## config.mk

```make
export PLATFORM = sky130hd
export DESIGN_NAME = ttcd_top
export DESIGN_NICKNAME = d
export VERILOG_FILES = /design/src/rtl/ttcd_top.v
export VERILOG_INCLUDE_DIRS = /design/src /design/src/include
export SDC_FILE = /design/constraint.sdc
export NUM_CORES = 1
export LEC_CHECK = 0
export ABC_AREA = 1
export BUFFER_PORTS_ARGS = -buffer_cell sky130_fd_sc_hd__buf_4
export CAP_MARGIN = 5
export CORE_MARGIN = 2
export CORE_UTILIZATION = 35
export DETAILED_ROUTE_END_ITERATION = 16
export GPL_ROUTABILITY_DRIVEN = 0
export PLACE_DENSITY = 0.53
export REMOVE_ABC_BUFFERS = 1
export SLEW_MARGIN = 5
export SYNTH_ARGS = -nofsm -noshare
export SYNTH_HDL_FRONTEND = slang
export SYNTH_SLANG_ARGS = --single-unit
```

## constraint.sdc

```tcl
create_clock -name clk -period 6.8 [get_ports clk]
set_input_delay 1.02 -clock clk [delete_from_list [all_inputs] [get_ports clk]]
set_output_delay 1.02 -clock clk [all_outputs]
set_load 0.005 [all_outputs]
```

## src/include/ttcd_consts.vh

```
`ifndef TTCD_CONSTS_VH
`define TTCD_CONSTS_VH

// serial word layout: write flag, address, data
`define TTCD_WORD_BITS      6'd32
`define TTCD_WR_BIT         31
`define TTCD_ADDR_HI        30
`define TTCD_ADDR_LO        24
`define TTCD_DATA_HI        23

// register addresses
`define TTCD_ADDR_TONE      7'h08
`define TTCD_ADDR_CALIBRATION_DAC_CONTROL    7'h09

// reset values
`define TTCD_TONE_RST       24'h000000
`define TTCD_CALIBRATION_DAC_CONTROL_RST     24'h002000

// writable bits (reserved bits stored and read as zero)
`define TTCD_TONE_MASK      24'hf8001f
`define TTCD_CALIBRATION_DAC_CONTROL_MASK    24'h003fff

// test tone register fields
`define TTCD_TONE_SEL_HI    23
`define TTCD_TONE_SEL_LO    19
`define TTCD_WAVE_HI        4
`define TTCD_WAVE_LO        3
`define TTCD_TONE_INT_BIT   2
`define TTCD_TONE_OUT_BIT   1
`define TTCD_TONE_EN_BIT    0

// calibration register fields
`define TTCD_CHOP_BIT       13
`define TTCD_CALMODE_BIT    12
`define TTCD_CALIBRATION_PATH_INTERNAL_BIT     11
`define TTCD_DACEN_BIT      10
`define TTCD_CODE_HI        9

// waveform selection codes
`define TTCD_WAVE_SINE10    2'h0
`define TTCD_WAVE_SINE150   2'h1
`define TTCD_WAVE_SQUARE    2'h2

// extra serial clocks before a new calibration word takes effect
`define TTCD_DAC_EXTRA_CLKS 3'h4

// chop clock: 250 MHz / (2 * 256 kHz) = 488 clocks a half period
`define TTCD_CHOP_HALF_CYC  10'h1e8

`endif

```

## src/rtl/ttcd_top.v

```verilog
`timescale 1ns/10ps
`include "ttcd_consts.vh"

module ttcd_top (
  // clock and reset
  input  wire        clk,
  input  wire        rst,
  // serial register port
  input  wire        sclk,
  input  wire        cs_n,
  input  wire        sdi,
  output reg         sdo,
  // gang straps
  input  wire        gang_mode,
  input  wire        slave_mode,
  // electrode routing
  output reg  [4:0]  electrode_to_cm,
  output reg  [4:0]  electrode_to_tone,
  output reg         ext_switch_open,
  output reg         internal_inject,
  // tone and dac control
  output reg  [1:0]  waveform_type,
  output reg         dac_source_tone,
  output reg         dac_on,
  output reg  [9:0]  dac_code,
  output reg         dac_chop_clk,
  output reg         cal_pin_connect,
  output reg         acq_start,
  output reg         ac_leadoff_suppress
);

  //////////////////////////////////////////////////////////////////////////
  // pin synchronisers: three flops, change accepted when stages 2 and 3 agree

  wire [4:0] raw_in = {slave_mode, gang_mode, sdi, cs_n, sclk};
  wire [4:0] filt;

  // sclk, cs_n, sdi, gang, slave: one filter shape for every pin
  // a glitch shorter than two clocks never reaches the filtered level
  genvar gi;
  generate
    for (gi = 0; gi < 5; gi = gi + 1) begin : g_sync
      reg s1_ff;
      reg s2_ff;
      reg s3_ff;
      reg flt_ff;
      always @(posedge clk or posedge rst) begin
        // reset to the idle level of each pin so no false edge follows
        if (rst) begin
          s1_ff  <= (gi == 1) ? 1'b1 : 1'b0;
          s2_ff  <= (gi == 1) ? 1'b1 : 1'b0;
          s3_ff  <= (gi == 1) ? 1'b1 : 1'b0;
          flt_ff <= (gi == 1) ? 1'b1 : 1'b0;
        end else begin
          s1_ff <= raw_in[gi];
          s2_ff <= s1_ff;
          s3_ff <= s2_ff;
          if (s2_ff == s3_ff) begin
            flt_ff <= s3_ff;
          end
        end
      end
      assign filt[gi] = flt_ff;
    end
  endgenerate

  wire sclk_f  = filt[0];
  wire cs_n_f  = filt[1];
  wire sdi_f   = filt[2];
  wire gang_f  = filt[3];
  wire slave_f = filt[4];

  reg sclk_d_ff;
  always @(posedge clk or posedge rst) begin
    if (rst) begin
      sclk_d_ff <= 1'b0;
    end else begin
      sclk_d_ff <= sclk_f;
    end
  end
  wire sclk_rise = sclk_f & ~sclk_d_ff;
  wire sclk_fall = ~sclk_f & sclk_d_ff;

  //////////////////////////////////////////////////////////////////////////
  // serial word receiver and registers

  reg  [4:0]  bit_cnt_ff;
  reg  [31:0] shift_ff;
  reg  [23:0] rd_shift_ff;
  reg  [23:0] tone_ff;
  reg  [23:0] calibration_dac_control_ff;
  reg  [23:0] cal_pend_ff;
  reg         cal_pend_vld_ff;
  reg  [2:0]  extra_cnt_ff;

  wire [31:0] word_nxt = {shift_ff[30:0], sdi_f};
  wire        word_done = sclk_rise & (bit_cnt_ff == 5'h1f);
  wire        is_write = word_nxt[`TTCD_WR_BIT];
  wire [6:0]  word_addr = word_nxt[`TTCD_ADDR_HI:`TTCD_ADDR_LO];
  wire [23:0] word_data = word_nxt[`TTCD_DATA_HI:0];

  // read mux, used when the address byte completes
  function [23:0] ttcd_rd_mux;
    input [6:0] addr;
    begin
      if (addr == `TTCD_ADDR_TONE) begin
        ttcd_rd_mux = tone_ff;
      end else if (addr == `TTCD_ADDR_CALIBRATION_DAC_CONTROL) begin
        ttcd_rd_mux = calibration_dac_control_ff;
      end else begin
        ttcd_rd_mux = 24'h000000;
      end
    end
  endfunction

  // bit counter wraps at 32, so frames may run back to back
  // the read word is latched as soon as the address byte is in
  always @(posedge clk or posedge rst) begin
    if (rst) begin
      bit_cnt_ff  <= 5'h00;
      shift_ff    <= 32'h00000000;
      rd_shift_ff <= 24'h000000;
      sdo         <= 1'b0;
    end else if (cs_n_f) begin
      // aborted frames are dropped, nothing half written takes effect
      bit_cnt_ff <= 5'h00;
      sdo        <= 1'b0;
    end else begin
      if (sclk_rise) begin
        shift_ff   <= word_nxt;
        bit_cnt_ff <= bit_cnt_ff + 5'h01;
        if (bit_cnt_ff == 5'h07) begin
          rd_shift_ff <= ttcd_rd_mux(word_nxt[6:0]);
        end
      end
      // read data leaves on falling edges during the data phase
      if (sclk_fall) begin
        if (bit_cnt_ff >= 5'h08) begin
          sdo         <= rd_shift_ff[23];
          rd_shift_ff <= {rd_shift_ff[22:0], 1'b0};
        end else begin
          sdo <= 1'b0;
        end
      end
    end
  end

  // tone word lands at once; the dac word waits for trailing clocks
  // a new dac write before they finish restarts the count
  always @(posedge clk or posedge rst) begin
    if (rst) begin
      tone_ff         <= `TTCD_TONE_RST;
      calibration_dac_control_ff       <= `TTCD_CALIBRATION_DAC_CONTROL_RST;
      cal_pend_ff     <= `TTCD_CALIBRATION_DAC_CONTROL_RST;
      cal_pend_vld_ff <= 1'b0;
      extra_cnt_ff    <= 3'h0;
    end else begin
      if (word_done & ~cs_n_f & is_write) begin
        if (word_addr == `TTCD_ADDR_TONE) begin
          tone_ff <= word_data & `TTCD_TONE_MASK;
        end else if (word_addr == `TTCD_ADDR_CALIBRATION_DAC_CONTROL) begin
          cal_pend_ff     <= word_data & `TTCD_CALIBRATION_DAC_CONTROL_MASK;
          cal_pend_vld_ff <= 1'b1;
          extra_cnt_ff    <= 3'h0;
        end
      end else if (cal_pend_vld_ff & sclk_rise) begin
        // dac word lands only after the extra serial clocks
        if (extra_cnt_ff == `TTCD_DAC_EXTRA_CLKS - 3'h1) begin
          calibration_dac_control_ff       <= cal_pend_ff;
          cal_pend_vld_ff <= 1'b0;
          extra_cnt_ff    <= 3'h0;
        end else begin
          extra_cnt_ff <= extra_cnt_ff + 3'h1;
        end
      end
    end
  end

  //////////////////////////////////////////////////////////////////////////
  // routing decode

  wire [4:0] tone_sel  = tone_ff[`TTCD_TONE_SEL_HI:`TTCD_TONE_SEL_LO];
  wire [1:0] wave_fld  = tone_ff[`TTCD_WAVE_HI:`TTCD_WAVE_LO];
  wire       tone_int  = tone_ff[`TTCD_TONE_INT_BIT];
  wire       tone_pout = tone_ff[`TTCD_TONE_OUT_BIT];
  wire       tone_en   = tone_ff[`TTCD_TONE_EN_BIT];
  wire       chop_en   = calibration_dac_control_ff[`TTCD_CHOP_BIT];
  wire       cal_mode  = calibration_dac_control_ff[`TTCD_CALMODE_BIT];
  wire       cal_int   = calibration_dac_control_ff[`TTCD_CALIBRATION_PATH_INTERNAL_BIT];
  wire       dac_en    = calibration_dac_control_ff[`TTCD_DACEN_BIT];

  // the tone yields whenever calibration mode is on
  wire tone_act = tone_en & ~cal_mode;

  // internal routing opens the external switches and feeds the dac inside
  function ttcd_inject;
    input t_act;
    input t_int;
    input c_mode;
    input c_int;
    begin
      ttcd_inject = (t_act & t_int) | (c_mode & c_int);
    end
  endfunction

  reg [1:0] nxt_wave;
  reg       nxt_pin;
  reg       nxt_dac_on;
  always @* begin
    // square wave for any code with the upper bit set
    if (wave_fld[1]) begin
      nxt_wave = `TTCD_WAVE_SQUARE;
    end else if (wave_fld[0]) begin
      nxt_wave = `TTCD_WAVE_SINE150;
    end else begin
      nxt_wave = `TTCD_WAVE_SINE10;
    end
    // pin priority: calibration, external tone, internal tone, dac use
    nxt_pin = 1'b0;
    if (cal_mode) begin
      nxt_pin = 1'b1;
    end else if (tone_act & ~tone_int) begin
      nxt_pin = 1'b1;
    end else if (tone_act & tone_int) begin
      // gang keeps the shared pin tied so the master tone reaches slaves
      nxt_pin = tone_pout | gang_f;
    end else if (dac_en & ~slave_f) begin
      nxt_pin = 1'b1;
    end
    // a slave leaves its dac off so the master can drive the pin
    nxt_dac_on = (dac_en | tone_act | cal_mode) & ~slave_f;
  end

  always @(posedge clk or posedge rst) begin
    if (rst) begin
      electrode_to_cm     <= 5'h1f;
      electrode_to_tone   <= 5'h00;
      ext_switch_open     <= 1'b0;
      internal_inject     <= 1'b0;
      waveform_type       <= `TTCD_WAVE_SINE10;
      dac_source_tone     <= 1'b0;
      dac_on              <= 1'b0;
      dac_code            <= 10'h000;
      cal_pin_connect     <= 1'b0;
      acq_start           <= 1'b0;
      ac_leadoff_suppress <= 1'b0;
    end else begin
      // registered so the analog switches never see a decode glitch
      electrode_to_cm   <= ~tone_sel;
      electrode_to_tone <= tone_sel & {5{tone_int}};
      ext_switch_open   <= ttcd_inject(tone_act, tone_int, cal_mode, cal_int);
      internal_inject   <= ttcd_inject(tone_act, tone_int, cal_mode, cal_int);
      waveform_type     <= nxt_wave;
      dac_source_tone   <= tone_act;
      dac_on            <= nxt_dac_on;
      dac_code          <= calibration_dac_control_ff[`TTCD_CODE_HI:0];
      cal_pin_connect   <= nxt_pin;
      acq_start         <= cal_mode;
      // tone bit alone already blocks ac lead-off, even under cal mode
      ac_leadoff_suppress <= tone_en | nxt_dac_on;
    end
  end

  //////////////////////////////////////////////////////////////////////////
  // chop clock, held low when chopping is off or the dac is idle

  // 488 clocks a half gives about 256.1 kHz, close enough for chopping
  // the counter restarts whenever chopping stops, so the first half is full
  reg [9:0] chop_cnt_ff;
  always @(posedge clk or posedge rst) begin
    if (rst) begin
      chop_cnt_ff  <= 10'h000;
      dac_chop_clk <= 1'b0;
    end else if (~(chop_en & dac_on)) begin
      chop_cnt_ff  <= 10'h000;
      dac_chop_clk <= 1'b0;
    end else if (chop_cnt_ff == `TTCD_CHOP_HALF_CYC - 10'h001) begin
      chop_cnt_ff  <= 10'h000;
      dac_chop_clk <= ~dac_chop_clk;
    end else begin
      chop_cnt_ff <= chop_cnt_ff + 10'h001;
    end
  end

endmodule

```

---- Yosys cells after proc, flatten, opt, wreduce, memory -nomap -nowiden ----
Index checks and enable logic that the tools add are counted.
storage, ports and cells
  register bits after elaboration ......... 163
operators by class
  add/subtract/negate cells ............... 3
  magnitude comparators ................... 1
  equal/unequal tests ..................... 16
  muxes and demuxes ....................... 31
  bitwise gates (word level) .............. 29
  reduce and logical (&&, ||, !) cells .... 10
operator list
  operator                                                                  number
  24-bit two-way mux                                                        5
  7-bit by 4-bit == test with 1-bit output (second input constant)          4
  10-bit two-way mux                                                        2
  1-bit two-way mux                                                         15
  3-bit two-way mux                                                         5
  14-bit two-way mux                                                        1
  1-bit AND                                                                 13
  10-bit by 1-bit adder with 10-bit output (second input constant)          1
  10-bit by 9-bit == test with 1-bit output (second input constant)         1
  5-bit two-way mux                                                         2
  1-bit NOT                                                                 9
  3-bit AND reduction                                                       3
  2-bit nonzero test                                                        4
  5-bit by 1-bit adder with 5-bit output (second input constant)            1
  5-bit AND                                                                 1
  1-bit == test                                                             5
  5-bit by 3-bit == test with 1-bit output (second input constant)          1
  5-bit == test (second input constant)                                     1
  5-bit by 4-bit >= comparator with 1-bit output (second input constant)    1
  5-bit NOT                                                                 1
  1-bit bitwise OR                                                          5
  2-bit by 1-bit inequality test with 1-bit output (second input constant)  2
  2-bit AND reduction                                                       2
  4-bit AND reduction                                                       1
  4 further kinds                                                           4

---- Logic depth before layout (Yosys ltp) ----
  depth in word-level cells ............... 7
  mapped depth ............................ 11

---- Worst setup path after synthesis ----
OpenSTA, ideal clock, no wires.
  path type ............................... reg-to-reg
  from .................................... register bit_cnt_ff[0]
  to ...................................... register calibration_dac_control_ff[1]
  setup time .............................. 0.116 ns
  arrival time ............................ 1.522 ns
  path slack .............................. 5.161 ns
  cell stages (with the launch flop) ...... 12
  path buffers ............................ 1
  clock period less this slack ............ 1.639 ns
  path through ............................ dfrtp_1 -> ha_1 -> nand2_1 -> nor2_1 -> ha_1 -> nand3_2 -> nand2_2 -> nor2_4 -> inv_2 -> buf_4 -> nand2_1 -> nand2_1
between the ends
  cells in the longest elaborated chain, start to end .. 6
RTL lines
  what                                  RTL line        source
  start: declaration                    ttcd_top.v:87   reg [4:0] bit_cnt_ff;
  start signal: assignment              ttcd_top.v:131  bit_cnt_ff <= bit_cnt_ff + 5'h01;
  5-bit == test                         ttcd_top.v:97   wire word_done = sclk_rise & (bit_cnt_ff == 5'h1f);
  1-bit AND                             ttcd_top.v:97
  1-bit AND (2 in series)               ttcd_top.v:158  if (word_done & ~cs_n_f & is_write) begin
  1-bit NOT (no source line)            --
  3-bit AND reduction (no source line)  --
  end signal: assignment                ttcd_top.v:153  calibration_dac_control_ff <= `TTCD_CALIBRATION_DAC_CONTROL_RST;
  end signal: assignment                ttcd_top.v:169  calibration_dac_control_ff <= cal_pend_ff;
  end: declaration                      ttcd_top.v:91   reg [23:0] calibration_dac_control_ff;
No other way between the ends.
A chain may end at the register's enable or synchronous reset.

---- Final worst setup path ----
  from .................................... register sclk_d_ff
  to ...................................... register tone_ff[20]
between the ends
  cells in the longest elaborated chain, start to end .. 6
RTL lines
  what                                  RTL line        source
  start: declaration                    ttcd_top.v:73   reg sclk_d_ff;
  start signal: assignment              ttcd_top.v:78   sclk_d_ff <= sclk_f;
  1-bit NOT                             ttcd_top.v:81   wire sclk_rise = sclk_f & ~sclk_d_ff;
  1-bit AND                             ttcd_top.v:81
  1-bit AND                             ttcd_top.v:97
  1-bit AND (2 in series)               ttcd_top.v:158
  2-bit AND reduction (no source line)  --
  end signal: assignment                ttcd_top.v:152  tone_ff <= `TTCD_TONE_RST;
  end signal: assignment                ttcd_top.v:160  tone_ff <= word_data & `TTCD_TONE_MASK;
  end: declaration                      ttcd_top.v:90   reg [23:0] tone_ff;
No other way between the ends.

==> results by group <==
Logic synthesis
  • Avg Cell Area, Syn: 9.68 sq um
  • Synthesis Warnings: 0
  • Synthesized cell area: 6450 sq um
  • Asr flop ratio synth: 1.00
  • EDFF count, synth: 0
  • Synth unique cells: 34
  • Synthesized flop and latch total: 163
  • Gate Count Post-Synth: 666
  • Post-synthesis sequential area ratio: 0.635
  • Top_reg_cell synth: dfrtp_1

Setup path
  • Critical path startpoint: sclk_d_ff
  • Reg2Reg Launch Point: sclk_d_ff
  • Worst path cell trace: inv_1, nand2_2, nor2_8, nand3_2, inv_1, nand2_1, nand2_1, nand2_1
  • CP required: between 7000 and 8000 ps
  • Startpoint types: flop
  • Setup Crit Path Kind: reg -> reg
  • Crit. End Element: flop
  • Worst Path Max Fanout: 46
  • Largest stage delay, worst path: 480 ps
  • Worst Reg-to-Reg Cells: 8
  • Crit path DAT: between 2000 and 3000 ps
  • CP max-delay cell: nor2_8
  • Critical Path Most Common Cell: nand2_1

Global routing
  • First-pass GRT wire length: 22800 um
  • Total track usage: 0.144
  • Largest net degree at the start of global routing: 88
  • Initial antenna violation count: 0
  • Aggregate global routing overflow: 0
  • Vias in the first global route: 4600

Power
  • Clock power share: 0.472
  • Pwr Density: 287 nW/um^2
  • Int Pwr: between 1.5 and 2 mW
  • Static leakage: 3.71 nW
  • Power, Total: 2.16 mW
  • Sw Pwr: roughly 490 uW
  • Switching fraction of total power: 0.228
  • Logic pwr share: 0.052
  • Maximum vdd drop: between 150 and 200 uV
  • Sequential power share: 0.476

STA
  • Final clock skew: 8.39 ps
  • Worst slew pin tran: approximately 1100 ps
  • Setup violations, final: 0
  • Slew Limit Headroom: 0.282
  • Min Tclk post-route: approximately 2400 ps
  • Fin Setup TNS: 0 ps
  • Final worst-path cycle share: 0.347
  • Slew Viols, Final: 0
  • Hold WS: 349 ps
  • Peak Freq: 424 MHz
  • Final hold violations: 0
  • RSZ-0062 raised after global routing: no

Detailed routing
  • DRC viols: 0
  • Routed length per instance: between 10 and 15 um
  • DRT iter0 DRCs: between 200 and 300
  • Vias: 4511
  • Final ANT Viol Nets: 0
  • Vias/cell: between 4 and 5
  • Final WL: between 10000 and 15000 um
  • Drt first pass iters: 4

Final layout
  • NumNets Final: 712
  • Area growth, synth to finish: 16.9%
  • Fillers: ~1800
  • Share of layout cells above drive strength 1: 0.136
  • Antenna cell count: 0
  • Most common library cell in the layout ignoring fill and taps: nand2_1
  • Most frequent cells in the layout: nand2_1, dfrtp_1, inv_1, nand3_1, o21ai_0

CTS
  • CTS Hold Bufs: 0
  • Post-cts sizing count: 0
  • CTS tree: done
  • Buffers inserted by post-CTS timing repair: 0
  • Max Buffers Root-to-Sink: 2
  • CTS H-Tree Depth: 4
  • TritonCTS Sinks: around 160
  • Clock latency on the worst-skew pair: ~420 ps
  • CTS root buf: clkbuf_16
  • Clock Pin Slew Worst Setup and Hold Paths: 60 ps
  • TritonCTS Buffers: 17

Hold path
  • Worst Hold Depth: 0
  • HP Start: g_sync[2].s1_ff
  • Min-Delay Path Class: reg -> reg

Flow run
  • Max Cap Viol: 0

Placement
  • DPL Wire Length: around 8700 um
  • IO Port Bufs: 37

Floorplan
  • Die extent in y: between 100 and 150 um
  • Die ar.: between 15000 and 20000 sq um
  • Starting Density: 0.358
  • Boundary Pins: 38
  • Row cnt: 49
  • Core Region: 18000 sq um
  • Die W: 140 um

Outcome
  • Outcome: complete, no violations
==> metal layers <==
metal  vias up  GRT usage  share of wire
li1       2211          -              -
met1      2234      0.193           0.47
met2        50      0.232           0.48
met3        16     0.0344          0.031
met4         0     0.0500          0.014
met5         -          0              0
==> synth_stat cells (3+ instances only) <==
cell	count	share of area
buf_2	6	0.0047
o22ai_1	17	0.016
o21ai_0	51	0.040
o21ai_1	11	0.0085
nand3_1	57	0.044
ha_1	5	0.0097
nand4_1	4	0.0039
a21oi_1	16	0.012
buf_1	3	0.0017
maj3_1	5	0.0078
nand2_1	169	0.098
nor3_1	5	0.0039
nor2_2	3	0.0029
buf_4	5	0.0058
nor2_4	3	0.0052
nand2_2	5	0.0049
dfstp_2	11	0.045
xor2_1	3	0.0041
inv_1	71	0.041
clkbuf_1	8	0.0047
nor2_1	41	0.024
dfrtp_1	152	0.59
==> through the flow <==
step / cell area, sq um / cells / utilization / worst slack [ps]
6_report: 7530 / 942 / 0.418 / 4440
5_1_grt: 7530 / 942 / 0.418 / 4180
4_1_cts: 7530 / 942 / 0.418 / 4440
3_5_place_dp: 6900 / 910 / 0.383 / 3970
3_3_place_gp: 6900 / 910 / 0.383 / 4020
2_1_floorplan: 6310 / 642 / - / 1390
==> critical path: cells and delay by family (launching register included) <==
family	cells	cell delay (ps)
AND/OR/NAND/NOR	6	1380
flip-flops	1	400
buffers and inverters	2	430
==> path summary, 6_finish.rpt <==
| check | endpoint | slack [ps] |
|---|---|---|
| max | tone_ff[20] | 4440 |
| min | g_sync[2].s2_ff | 350 |
| max reg2reg | tone_ff[20] | 4440 |
| min reg2reg | g_sync[2].s2_ff | 350 |
| max in group asynchronous | shift_ff[21] | 4570 |
| min in group asynchronous | g_sync[0].s3_ff | 700 |
==> power groups by stage <==
stage	logic (mW)	registers, mW	clock network, mW
final	0.113	1.03	1.02
after global routing	0.135	1.03	1.08
after CTS	0.116	1.03	1.04
after floorplan	0.0838	1.04	0
after detailed placement	0.115	1.05	0
after global placement	0.114	1.05	0
==> kinds of logic after synthesis <==
kind of cell    share of synthesized area
fa+ha+maj                          0.0175
xor+xnor                          0.00544
flops                               0.635
simple gates                        0.197
buf+inv                            0.0623
compound gates                     0.0829
==> state kept, by name, indices dropped and copies added, names as in the netlist, 2 cells and up <==
name,cells
tone_ff,10
g_sync.s2_ff,5
dac_code,10
shift_ff,31
g_sync.s1_ff,5
electrode_to_cm,5
g_sync.s3_ff,5
calibration_dac_control_ff,14
rd_shift_ff,24
electrode_to_tone,5
chop_cnt_ff,10
g_sync.flt_ff,4
extra_cnt_ff,3
bit_cnt_ff,5
waveform_type,2
cal_pend_ff,14
==> final cells by class <==
type	instances	area, sq um	share of cell area
Inverter	72	275	0.0365
Clock inverter	12	179	0.0237
Clock buffer	20	457	0.0606
Multi-Input combinational cell	407	1950	0.259
Tap cell	229	287	0.0380
Sequential cell	163	4090	0.543
Timing Repair Buffer	39	293	0.0389
No activity file was read; power rests on OpenSTA's default activity.
